==> src/rps_pkg.sv <==
// constants, types and register map of the remappable pin select fabric
`default_nettype none
package rps_pkg;
    // fabric dimensions
    localparam int NUM_IN = 15;
    localparam int NUM_PINS = 22;
    localparam int SEL_W = 5;
    localparam int NUM_FUNC = 32;
    localparam int ADDR_W = 12;
    localparam int DATA_W = 32;

    // selector values
    localparam logic [4:0] SEL_IN_RST = 5'h1f;
    localparam logic [4:0] OUT_NULL = 5'h00;

    // peripheral input indices
    localparam int IN_EXT_IRQ_ONE = 0;
    localparam int IN_EXT_IRQ_TWO = 1;
    localparam int IN_EXT_IRQ_THREE = 2;
    localparam int IN_TIMER0_CLOCK = 3;
    localparam int IN_TIMER3_CLOCK = 4;
    localparam int IN_CAPTURE1 = 5;
    localparam int IN_CAPTURE2 = 6;
    localparam int IN_TIMER1_GATE = 7;
    localparam int IN_TIMER3_GATE = 8;
    localparam int IN_SERIAL2_RECEIVE = 9;
    localparam int IN_SERIAL2_CLOCK = 10;
    localparam int IN_SPI2_DATA = 11;
    localparam int IN_SPI2_CLOCK = 12;
    localparam int IN_SPI2_SELECT = 13;
    localparam int IN_PWM_FAULT = 14;

    // peripheral output function codes
    localparam logic [4:0] FN_COMPARATOR1 = 5'h01;
    localparam logic [4:0] FN_COMPARATOR2 = 5'h02;
    localparam logic [4:0] FN_SERIAL2_TX_CLK = 5'h05;
    localparam logic [4:0] FN_SERIAL2_SYNC = 5'h06;
    localparam logic [4:0] FN_SPI2_DATA_OUT = 5'h09;
    localparam logic [4:0] FN_SPI2_CLOCK_OUT = 5'h0a;
    localparam logic [4:0] FN_SPI_DMA_SELECT = 5'h0c;
    localparam logic [4:0] FN_WAKE_EVENT = 5'h0d;
    localparam logic [4:0] FN_PWM1_FIRST = 5'h0e;
    localparam logic [4:0] FN_PWM2_LAST = 5'h15;

    // register map (byte addresses)
    localparam logic [11:0] ADDR_IN_BASE = 12'h000;
    localparam logic [11:0] ADDR_OUT_BASE = 12'h080;
    localparam logic [11:0] REGION_MASK = 12'hf80;
    localparam logic [11:0] ADDR_CTRL = 12'h100;
    localparam logic [11:0] ADDR_KEY = 12'h104;
    localparam logic [11:0] ADDR_STAT = 12'h108;
    localparam int IDX_LSB = 2;
    localparam int IDX_MSB = 6;
    localparam int LOCK_BIT = 0;
    localparam int STAT_ARMED_BIT = 0;
    localparam int STAT_FUSE_BIT = 1;
    localparam logic [7:0] KEY_FIRST = 8'h55;
    localparam logic [7:0] KEY_SECOND = 8'haa;

    typedef enum logic [2:0] {
        UL_IDLE = 3'b001,
        UL_KEY1 = 3'b010,
        UL_ARMED = 3'b100
    } rps_unlock_t;

    typedef struct packed {
        logic psel;
        logic penable;
        logic pwrite;
        logic [ADDR_W-1:0] paddr;
        logic [DATA_W-1:0] pwdata;
    } rps_apb_req_t;

    typedef struct packed {
        logic [DATA_W-1:0] prdata;
        logic pready;
        logic pslverr;
    } rps_apb_rsp_t;

    typedef struct packed {
        logic [NUM_IN-1:0][SEL_W-1:0] inSel;
        logic [NUM_PINS-1:0][SEL_W-1:0] outSel;
        logic [NUM_IN-1:0][SEL_W-1:0] inShadow;
        logic [NUM_PINS-1:0][SEL_W-1:0] outShadow;
        logic lock;
        rps_unlock_t ulState;
        rps_apb_rsp_t rsp;
        logic [NUM_IN-1:0] periphIn;
        logic [NUM_PINS-1:0] pinOut;
        logic [NUM_PINS-1:0] pinRemapEn;
        logic mismatchRst;
    } rps_state_t;
endpackage
`default_nettype wire
==> src/rps_pin_remap_fabric.sv <==
// pin remap fabric: selector registers, write lock with key sequence, routing
//
// Notes on behaviour
// each peripheral input has a 5-bit selector naming the pin that feeds it
// each remappable pin has a selector naming the peripheral output it carries
// output codes 1,2,5,6,9,10,12,13,14-17,18-21 select the listed functions
// output selector value zero leaves the pin disconnected from all functions
// reset loads input selectors with all ones, output selectors with zeros
// parking on pin 31 is legal even when that pin does not exist
// one pin may feed many inputs; one output may drive many pins
// beyond contention blocking, no restriction is placed on selector values
// selector writes while locked complete normally but change nothing
// lock bit is bit 0 of the control register; set blocks writes
// lock changes only after keys 55h then AAh, then one control write
// lock holds its value; one unlock allows any number of writes
// shadow copies are compared continuously; any difference raises mismatch reset
// with the one-way fuse, a set lock cannot be cleared until reset
// fuse set (unprogrammed) gives one session; cleared gives unlimited sessions
// reset clears the lock so selectors are writable at once
// mapping never touches pin direction nor enables the peripheral
// analog pins keep analog mode; remapped functions are held off them
// software should relock after setup and unlock with interrupts off
// software should park unused inputs and null unused pin outputs
// an active remapped function overrides other digital pin functions
// key, key and lock writes must be consecutive; other writes abort, a first key restarts the sequence
`default_nettype none
module rps_pin_remap_fabric
    import rps_pkg::*;
(
    // clock and reset
    input wire logic mclk,
    input wire logic reset_n,
    // register bus
    input wire rps_apb_req_t apbReq,
    output rps_apb_rsp_t apbRsp,
    // configuration fuse, high when unprogrammed
    input wire logic oneShotLockFuse,
    // pin side
    input wire logic [NUM_PINS-1:0] pinIn,
    input wire logic [NUM_PINS-1:0] pinAnalog,
    output logic [NUM_PINS-1:0] pinOut,
    output logic [NUM_PINS-1:0] pinRemapEn,
    // peripheral side
    input wire logic [NUM_FUNC-1:0] periphOut,
    output logic [NUM_IN-1:0] periphIn,
    // safety
    output logic cfgMismatchReset
);

    rps_state_t st_reg;
    rps_state_t st_next;

    logic xferDone;
    logic wrDone;
    logic [ADDR_W-1:0] offs;
    logic [SEL_W-1:0] regIdx;
    logic inHit;
    logic outHit;
    logic ctrlHit;
    logic keyHit;
    logic statHit;

    // pin 31 and other absent pins read low
    function automatic logic pickPin(input logic [NUM_PINS-1:0] pins,
                                     input logic [SEL_W-1:0] sel);
        logic v;
        v = 1'b0;
        if (sel < SEL_W'(NUM_PINS)) begin
            v = pins[sel];
        end
        return v;
    endfunction

    function automatic logic isFunc(input logic [SEL_W-1:0] code);
        logic v;
        v = (code == FN_COMPARATOR1) || (code == FN_COMPARATOR2) ||
            (code == FN_SERIAL2_TX_CLK) || (code == FN_SERIAL2_SYNC) ||
            (code == FN_SPI2_DATA_OUT) || (code == FN_SPI2_CLOCK_OUT) ||
            (code == FN_SPI_DMA_SELECT) || (code == FN_WAKE_EVENT) ||
            ((code >= FN_PWM1_FIRST) && (code <= FN_PWM2_LAST));
        return v;
    endfunction

    assign offs = apbReq.paddr;
    assign regIdx = offs[IDX_MSB:IDX_LSB];
    assign xferDone = apbReq.psel && apbReq.penable && st_reg.rsp.pready;
    assign wrDone = xferDone && apbReq.pwrite;
    assign inHit = ((offs & REGION_MASK) == ADDR_IN_BASE) && (offs[1:0] == 2'b00) &&
                   (regIdx < SEL_W'(NUM_IN));
    assign outHit = ((offs & REGION_MASK) == ADDR_OUT_BASE) && (offs[1:0] == 2'b00) &&
                    (regIdx < SEL_W'(NUM_PINS));
    assign ctrlHit = (offs == ADDR_CTRL);
    assign keyHit = (offs == ADDR_KEY);
    assign statHit = (offs == ADDR_STAT);

    always_comb begin
        logic [DATA_W-1:0] rd;
        rd = '0;
        st_next = st_reg;

        // bus: one wait state, answer registered
        st_next.rsp.pready = 1'b0;
        st_next.rsp.pslverr = 1'b0;
        if (apbReq.psel && apbReq.penable && !st_reg.rsp.pready) begin
            if (inHit) begin
                rd[SEL_W-1:0] = st_reg.inSel[regIdx];
            end else if (outHit) begin
                rd[SEL_W-1:0] = st_reg.outSel[regIdx];
            end else if (ctrlHit) begin
                rd[LOCK_BIT] = st_reg.lock;
            end else if (statHit) begin
                rd[STAT_ARMED_BIT] = (st_reg.ulState == UL_ARMED);
                rd[STAT_FUSE_BIT] = oneShotLockFuse;
            end
            st_next.rsp.pready = 1'b1;
            st_next.rsp.pslverr = !(inHit || outHit || ctrlHit || keyHit || statHit);
            st_next.rsp.prdata = apbReq.pwrite ? '0 : rd;
        end

        if (wrDone) begin
            // locked selector writes are accepted silently
            if (inHit && !st_reg.lock) begin
                st_next.inSel[regIdx] = apbReq.pwdata[SEL_W-1:0];
                st_next.inShadow[regIdx] = apbReq.pwdata[SEL_W-1:0];
            end
            if (outHit && !st_reg.lock) begin
                st_next.outSel[regIdx] = apbReq.pwdata[SEL_W-1:0];
                st_next.outShadow[regIdx] = apbReq.pwdata[SEL_W-1:0];
            end
            // any write other than the next expected step or a first key aborts; a first key restarts at UL_KEY1
            unique case (st_reg.ulState)
                UL_IDLE: begin
                    if (keyHit && apbReq.pwdata[7:0] == KEY_FIRST) begin
                        st_next.ulState = UL_KEY1;
                    end
                end
                UL_KEY1: begin
                    if (keyHit && apbReq.pwdata[7:0] == KEY_SECOND) begin
                        st_next.ulState = UL_ARMED;
                    end else if (keyHit && apbReq.pwdata[7:0] == KEY_FIRST) begin
                        st_next.ulState = UL_KEY1;
                    end else begin
                        st_next.ulState = UL_IDLE;
                    end
                end
                UL_ARMED: begin
                    if (ctrlHit) begin
                        // fuse makes a set lock sticky until reset
                        if (!(oneShotLockFuse && st_reg.lock)) begin
                            st_next.lock = apbReq.pwdata[LOCK_BIT];
                        end
                        st_next.ulState = UL_IDLE;
                    end else if (keyHit && apbReq.pwdata[7:0] == KEY_FIRST) begin
                        st_next.ulState = UL_KEY1;
                    end else begin
                        st_next.ulState = UL_IDLE;
                    end
                end
                default: begin
                    st_next.ulState = UL_IDLE;
                end
            endcase
        end

        // routing; one selector per input and per pin rules out contention
        for (int i = 0; i < NUM_IN; i++) begin
            st_next.periphIn[i] = pickPin(pinIn, st_reg.inSel[i]);
        end
        for (int p = 0; p < NUM_PINS; p++) begin
            // enable flags priority to the pad mux; direction is left alone
            st_next.pinRemapEn[p] = isFunc(st_reg.outSel[p]) && !pinAnalog[p];
            st_next.pinOut[p] = st_next.pinRemapEn[p] &&
                                periphOut[st_reg.outSel[p]];
        end

        // live and shadow only diverge through upset, never through writes
        st_next.mismatchRst = (st_reg.inSel != st_reg.inShadow) ||
                              (st_reg.outSel != st_reg.outShadow);
    end

    always_ff @(posedge mclk) begin
        if (!reset_n) begin
            st_reg <= '0;
            for (int i = 0; i < NUM_IN; i++) begin
                st_reg.inSel[i] <= SEL_IN_RST;
                st_reg.inShadow[i] <= SEL_IN_RST;
            end
            for (int p = 0; p < NUM_PINS; p++) begin
                st_reg.outSel[p] <= OUT_NULL;
                st_reg.outShadow[p] <= OUT_NULL;
            end
            st_reg.lock <= 1'b0;
            st_reg.ulState <= UL_IDLE;
        end else begin
            st_reg <= st_next;
        end
    end

    assign apbRsp = st_reg.rsp;
    assign pinOut = st_reg.pinOut;
    assign pinRemapEn = st_reg.pinRemapEn;
    assign periphIn = st_reg.periphIn;
    assign cfgMismatchReset = st_reg.mismatchRst;

    for (genvar p = 0; p < NUM_PINS; p++) begin : g_pin_ast

    end

    for (genvar i = 0; i < NUM_IN; i++) begin : g_in_ast

    end
endmodule
`default_nettype wire

==> config.mk <==
export PLATFORM = sky130hd
export DESIGN_NAME = rps_pin_remap_fabric
export DESIGN_NICKNAME = d
export VERILOG_FILES = /design/src/rps_pkg.sv /design/src/rps_pin_remap_fabric.sv
export SDC_FILE = /design/constraint.sdc
export NUM_CORES = 1
export LEC_CHECK = 0
export BUFFER_PORTS_ARGS = -buffer_cell sky130_fd_sc_hd__buf_2
export CAP_MARGIN = 20
export CORE_ASPECT_RATIO = 0.7
export CORE_MARGIN = 2
export CORE_UTILIZATION = 65
export CTS_BUF_LIST = sky130_fd_sc_hd__clkbuf_16
export DETAILED_ROUTE_END_ITERATION = 6
export GPL_TIMING_DRIVEN = 0
export PLACE_DENSITY = 0.87
export RECOVER_POWER = 50
export SLEW_MARGIN = 20
export SYNTH_ARGS = -nofsm -noshare
export SYNTH_HDL_FRONTEND = slang
export SYNTH_SLANG_ARGS = --single-unit
==> constraint.sdc <==
create_clock -name mclk -period 3.2 [get_ports mclk]
set_input_delay 0.16 -clock mclk [delete_from_list [all_inputs] [get_ports mclk]]
set_output_delay 0.16 -clock mclk [all_outputs]
set_load 0.05 [all_outputs]
## Word-level counts from Yosys, hierarchy flattened

Index checks and enable logic that the tools add are counted.

| word-level totals | value |
|---|---|
| register bits | 441 |
| bits of input ports | 126 |

| operators by class | value |
|---|---|
| order comparisons | 101 |
| equal/unequal tests | 188 |
| mux-type cells | 99 |
| bitwise operators | 1 |
| reduce and logical (&&, ||, !) cells | 309 |

Operators by type and width:

| cell | count |
|---|---|
| equality test 5 x 4 -> 1 bit, second input constant | 88 |
| < comparator 5 x 6 -> 1 bit, second input constant | 38 |
| bitwise mux 110 bit | 2 |
| equality test 5 x 3 -> 1 bit, second input constant | 44 |
| binary-select mux 1 bit (select 5 bit) | 37 |
| logical OR 1 bit | 181 |
| bitwise mux 75 bit | 2 |
| equality test 5 x 1 -> 1 bit, second input constant | 23 |
| equality test 5 x 2 -> 1 bit, second input constant | 22 |
| >= comparator 5 x 4 -> 1 bit, second input constant | 22 |
| less-or-equal comparator 5 bit, second input constant | 22 |
| inequality test 110 bit | 1 |
| < comparator 5 bit, second input constant | 17 |
| logical AND 1 bit | 81 |
| inequality test 75 bit | 1 |
| 2-to-1 mux 1 bit | 39 |
| AND reduction 2 bit | 19 |
| equality test 12 x 9 -> 1 bit, second input constant | 3 |
| 2-to-1 mux 5 bit | 6 |
| binary-select mux 5 bit (select 5 bit) | 1 |
| demux 5 bit (select 5 bit) | 1 |
| logical NOT 1 bit | 25 |
| binary-select mux 5 bit (select 4 bit) | 1 |
| demux 5 bit (select 4 bit) | 1 |
| 15 further kinds | 21 |

## Logic depth before layout (Yosys ltp)

Gate-level depths: netlist of run 1.

| logic depth | value |
|---|---|
| depth in word-level cells | 11 |
| gate-level depth with buffers | 9 |

## Least setup slack after synthesis of run 1

No wires, ideal clock.

| timing path | value |
|---|---|
| path kind | register to register |
| start point | register st_reg[388] in the netlist's numbering |
| end point | register st_reg (netlist bit pinOut[21]) |
| library setup time | 0.131 ns |
| arrival time | 1.977 ns |
| required time | 3.069 ns |
| path slack | 1.092 ns |
| cell stages (with the launch flop) | 6 |
| cells stage by stage | dfxtp_1 > buf_1 > mux4_2 > mux4_2 > mux2i_1 > nor4_1 |

| between the ends | value |
|---|---|
| cells in the longest elaborated chain, start to end | 11 |

RTL lines:

| what | RTL line | source |
|---|---|---|
| start: declaration | rps_pin_remap_fabric.sv:50 | `rps_state_t st_reg;` |
| start signal: assignment | rps_pin_remap_fabric.sv:195 | `st_reg <= st_next;` |
| equality test 5 x 1 -> 1 bit or equality test 5 x 2 -> 1 bit (tied branches) | rps_pin_remap_fabric.sv:76 | `v = (code == FN_COMPARATOR1) \|\| (code == FN_COMPARATOR2) \|\|` |
| logical OR 1 bit (2 in series) | rps_pin_remap_fabric.sv:76 |  |
| logical OR 1 bit (2 in series) | rps_pin_remap_fabric.sv:77 | `(code == FN_SERIAL2_TX_CLK) \|\| (code == FN_SERIAL2_SYNC) \|\|` |
| logical OR 1 bit (2 in series) | rps_pin_remap_fabric.sv:78 | `(code == FN_SPI2_DATA_OUT) \|\| (code == FN_SPI2_CLOCK_OUT) \|\|` |
| logical OR 1 bit (2 in series) | rps_pin_remap_fabric.sv:79 | `(code == FN_SPI_DMA_SELECT) \|\| (code == FN_WAKE_EVENT) \|\|` |
| logical AND 1 bit | rps_pin_remap_fabric.sv:171 | `st_next.pinRemapEn[p] = isFunc(st_reg.outSel[p]) && !pinAnalog[p];` |
| logical AND 1 bit (*) | rps_pin_remap_fabric.sv:172 | `st_next.pinOut[p] = st_next.pinRemapEn[p] &&` |

Mark *: on every way between the ends. The rest lies on a longest branch, timed or not. The select of a mux whose other input is x is not followed.
A chain may end at the register's enable or synchronous reset.

## Worst setup path after layout of run 1

| timing path | value |
|---|---|
| start point | register st_reg (netlist bit apbRsp[1]) |
| end point | register st_reg[383] in the netlist's numbering |

| between the ends | value |
|---|---|
| cells in the longest elaborated chain, start to end | 3 |

RTL lines:

| what | RTL line | source |
|---|---|---|
| logical AND 1 bit | rps_pin_remap_fabric.sv:86 | `assign xferDone = apbReq.psel && apbReq.penable && st_reg.rsp.pready;` |
| logical AND 1 bit | rps_pin_remap_fabric.sv:87 | `assign wrDone = xferDone && apbReq.pwrite;` |
| AND reduction 2 bit (no line) | n/a |  |

Every way passes these cells.

==> results of run 1 <==
## power groups by stage
stage          logic [mW]  registers [mW]  clock network [mW]
2_1_floorplan       0.733            3.25                   0
3_3_place_gp         1.10            3.25                   0
3_5_place_dp         1.12            3.25                   0
4_1_cts              1.15            3.18                3.42
5_1_grt              1.24            3.17                3.55
6_report             1.23            3.17                3.48
## cells in the final DEF (no fill, tap or decap), drive strengths merged, types with 24 or more instances in the layout
cell type	synthesis	final
nor2	134	134
a21oi	111	111
mux4	330	330
dfxtp	255	255
nand3	103	103
nand2	179	179
mux2i	152	152
nor3	50	50
nor2b	24	24
conb	1	28
o21ai	94	94
buf	179	244
clkbuf	174	304
dlygate4sd3	2	27
## cell type report
class                   count  area (um^2)  share of cell area
inverters                   9         33.8             0.00146
repair buffers            191          997              0.0431
well taps                 420          526              0.0227
clock buffers              29          726              0.0314
clock inverters            23          228             0.00985
plain buffers             355         1810              0.0783
flip-flops and latches    255         5100               0.221
diodes                      1         2.50            0.000108
multi-input cells        1387        13700               0.592
## tightest hold or removal path: stages
cell and delay, ps:
buf_2 90, nor4bb_1 40, nand2_1 80, nor3_1 50, a21oi_1 110, nor2_1 50
## logic make-up (layout without fill, tap and decap cells)
kind of cell    count (synthesis)  count (layout)
simple gates                  552             552
mux                           485             485
buf+inv                       364             607
compound gates                304             304
flops                         255             255
xor+xnor                       18              18
other cells                     1              29
## metrics by stage
stage                     setup WS (ps)  cell area [um^2]  power (mW)
after global placement              353             22100        4.35
after detailed placement            350             22100        4.37
after CTS                           586             23300        7.74
after floorplan                    1090             20700        3.98
final                               264             23100        7.88
after global routing                303             23100        7.96
## repair_timing
item                                    4_1_cts  5_1_grt
endpoints found under the setup margin        0        0
hold buffers                                 25        0
resized for setup                             0        0
endpoints found under the hold margin        46        0
## path summary, 6_finish.rpt
check	end	slack (ps)	depth (start not counted)
worst min-delay path	st_reg[96]	40	6
worst max-delay path	st_reg[383]	260	6
worst max register to register	st_reg[383]	260	6
worst min register to register	st_reg[457]	520	2
## layer usage
| layer | global-route usage | share of wire | vias to the layer above |
|---|---|---|---|
| li1 | - | - | 7912 |
| met1 | 0.682 | 0.35 | 9654 |
| met4 | 0.148 | 0.042 | 10 |
| met5 | 0 | 0.0013 | - |
| met3 | 0.234 | 0.21 | 342 |
| met2 | 0.629 | 0.39 | 2247 |
==> results.toml, run 1 <==
[run_status]
status = "completed"

[synth]
async_flop_share = 0
synth_cell_types = 64
synthXorXnorAreaFrac = 0.00764
yosys-top-cells-area = "mux4_2 36%, dfxtp_1 25%, mux2i_1 7.4%"
synth_adder_area_share = 0
synth.top_cells.by_count = "330 x mux4_2, 255 x dfxtp_1, 178 x nand2_1"
synth_edf_count = 0
synth_top_cell_by_area = "mux4_2"
syn_area_um2 = 20600
synth_seq_cells = 255
synth_compound_area_frac = 0.0879
syn_avg_cell_area_um2 = 10.4
ys_warn_count = 0
synthFlopType = "dfxtp_1"
yosysTopAreaCellShare = 0.360
synthMuxAreaShare = 0.435
synth.most_common_cell = "mux4_2"
netlist_instances = 1979
synth_top_family_by_area = "multiplexers"
ys_seq_area_frac = 0.247
synth-simple-area-share = 0.131

[grt]
grt_overflow = 0
antenna_found_initial = 4
grt_pass1_vias = 19006
gr-usage-all-layers = 0.475
grt_pass1_wl_um = 118000
grt_max_degree = 15

[routing]
wirelength_um = 79800
wl_per_cell_um = 29.9
ant_nets = 0
firstDrtPassIters = 7
drc_errors = 0
via_count = 20165
detail_route.vias_per_cell = 7.55
drtIter0Drc = 4069

[sta]
holdWs_ps = 39.2
slew_viol_final = 0
tns_ps = 0
setup_viol = 0
rsz0062_at_grt = "no"
fmax_mhz = 341
worstMarginPinSlew_ps = 1320
fin_crit_sh = 0.918
post-route-min-period_ps = 2940
clock-skew-final_ps = 10.2
maxSlewHeadroom = 0.119
hold_viol = 0

[worst_hold_path]
min_path_type = "in2reg"
min-delay-start = "apbReq[6]"

[run]
maxCapViolCount = 0

[cells_and_area]
drive_gt1_frac = 0.277
n_fill_cell = 2261
fin_nets = 2353
syn2layout_area_growth_pct = 12.0
largest_reg_flops = 189
fin_util = 0.741
instances_no_fill = 2670

[clocking]
cts.sinks = 255
cts_buffers = 28
cts.clk_slew.worst_paths_ps = 70
tritoncts = "yes"
clkLatencyLatePin_ps = 580
post_cts_buffers = 0
cts_max_path_buffers = 3
cts_max_level = 1
cts_root_buffer = "clkbuf_16"

[worst_setup_path]
cp_data_required_time_ps = 3630
end_kind = "flip-flop"
path_cells = "nand4_1 -> or3_1 -> nor3_2 -> nand3_1 -> mux2i_1 -> nor2_1"
cp_slowest_stage_delay_ps = 750
critPathKind = "reg2reg"
cp-startpoint = "apbRsp[1]"
cp_max_fo = 8
r2r_start = "apbRsp[1]"
cp_slowest_cell = "nor3_2"
crit_family = "simple AND/OR/NAND/NOR gates"
cp.arrival_ps = 3360
critical_path_buf_inv_count = 0
start_kind = "flip-flop"

[pwr]
p_int_mw = 5.62
vdd_drop_max_v = 0.000372
combPwrFrac = 0.156
powerDensity_nw_per_um2 = 341
switchingPower_mw = 2.26
pwr-share-clk = 0.441
p_seq_frac = 0.403
swShare = 0.287
leakage_nw = 8.37

[floorplan]
fp.dieArea_um2 = 33200
die_h_um = 153
std_cell_rows = 54
pin_count = 220
start_util = 0.661
coreArea_um2 = 31200
die_x_um = 217

[placement]
dp_cells = 2592
portBuffers = 166
dp_hpwl_um = 60300
gp_congestion = 1.02
Note: power is estimated with default switching activity, not from simulation.
==> run 2, diff against run 1 <==
Settings changed: CTS_CLUSTER_DIAMETER set to 60, MAX_ROUTING_LAYER set to met4.
==> results.toml, run 2 (synthesis results as in run 1) <==
[routing]
detail_route.vias_per_cell = 7.46
wirelength_um = 79500
via_count = 19890
drc_errors = 0
firstDrtPassIters = 6
wl_per_cell_um = 29.8
ant_nets = 0
drtIter0Drc = 3717

[sta]
worstMarginPinSlew_ps = 1190
maxSlewHeadroom = 0.207
fin_crit_sh = 0.913
hold_viol = 0
rsz0062_at_grt = "no"
setup_viol = 0
fmax_mhz = 342
clock-skew-final_ps = 13.9
post-route-min-period_ps = 2920
tns_ps = 0
slew_viol_final = 0

[worst_setup_path]
cp.arrival_ps = 3360
cp-startpoint = "apbRsp[1]"
cp_data_required_time_ps = 3640
cp_max_fo = 8
critPathKind = "reg2reg"
end_kind = "flip-flop"
r2r_start = "apbRsp[1]"
start_kind = "flip-flop"

[clocking]
cts_max_path_buffers = 3
cts_max_level = 1
cts.clk_slew.worst_paths_ps = 70
cts_buffers = 27
postCtsHoldBufs = 24
cts_root_buffer = "clkbuf_16"
cts.sinks = 255
clkLatencyLatePin_ps = 570
cts_resized = 0
tritoncts = "yes"
post_cts_buffers = 0

[cells_and_area]
n_fill_cell = 2306
largest_reg_flops = 189
syn2layout_area_growth_pct = 11.7
drive_gt1_frac = 0.277
final_cell_mix = "330 x mux4_2, 272 x clkbuf_1, 255 x dfxtp_1"
mostFrequentLayoutCell = "mux4_2"
fin_nets = 2351

[pwr]
switchingPower_mw = 2.23
powerDensity_nw_per_um2 = 339
vdd_drop_max_v = 0.000349
swShare = 0.286
p_seq_frac = 0.406
p_int_mw = 5.59
pwr-share-clk = 0.437
leakage_nw = 8.32
combPwrFrac = 0.157
power_mw = 7.82

[floorplan]
pin_count = 220
fp.dieArea_um2 = 33200
std_cell_rows = 54
die_x_um = 217
coreArea_um2 = 31200
die_h_um = 153
start_util = 0.661

[grt]
gr-usage-all-layers = 0.489
grt_pass1_wl_um = 117000
grt_overflow = 0
antenna_found_initial = 2
grt_max_degree = 15
grt_pass1_vias = 18700

[placement]
dp_hpwl_um = 60500
portBuffers = 166
gp_congestion = 1.06

[run]
maxCapViolCount = 0

[worst_hold_path]
min-delay-start = "apbReq[39]"
min_path_type = "in2reg"

[run_status]
status = "completed"
## run 2: critical path, stage by stage, from the launching register on
cell and delay, ps:
dfxtp_1 420, nand4_1 290, or3_1 430, nor3_2 720
nand2_1 520, mux2i_1 330, nor2_1 80
## run 2: worst paths after layout
| kind | to | slack, ps | cells past startpoint |
|---|---|---|---|
| worst min register to register | apbRsp[5] | 530 | 1 |
| worst min-delay path | apbRsp[3] | 20 | 4 |
| worst max-delay path | st_reg[287] | 280 | 6 |
| worst max register to register | st_reg[287] | 280 | 6 |
## run 2: power by group through the flow
stage / Clock [mW] / Combinational [mW] / Sequential (mW)
global placement: 0 / 1.10 / 3.25
floorplan: 0 / 0.733 / 3.25
global route: 3.48 / 1.24 / 3.17
CTS: 3.36 / 1.15 / 3.17
finish: 3.42 / 1.23 / 3.17
detailed placement: 0 / 1.13 / 3.25
## run 2: final cells by class
cell class | instances | area (um^2) | area share
clock buffers | 27 | 676 | 0.0293
well taps | 420 | 526 | 0.0228
multi-input cells | 1387 | 13700 | 0.593
clock inverters | 22 | 249 | 0.0108
inverters | 9 | 33.8 | 0.00146
repair buffers | 190 | 985 | 0.0427
diodes | 2 | 5.00 | 0.000217
flip-flops and latches | 255 | 5100 | 0.221
plain buffers | 355 | 1810 | 0.0786
## run 2: per-layer routing
layer / global-route usage / vias to the layer above / wire length, um
met5: - / - / 0
met3: 0.260 / 292 / 17300
li1: - / 7900 / -
met1: 0.680 / 9537 / 28600
met2: 0.624 / 2161 / 31000
met4: 0.113 / 0 / 2560
## run 2: metrics by stage
| stage | instances | instance area [um^2] | hold slack (ps) | util | worst slack [ps] |
|---|---|---|---|---|---|
| finish | 2667 | 23100 | 19.5 | 0.739 | 280 |
| detailed placement | 2592 | 22100 | 349 | 0.708 | 302 |
| floorplan | 2006 | 20700 | 239 | - | 1090 |
| global placement | 2592 | 22100 | 343 | 0.708 | 336 |
| global route | 2667 | 23100 | 64.7 | 0.739 | 298 |
| CTS | 2665 | 23300 | 15.4 | 0.745 | 464 |
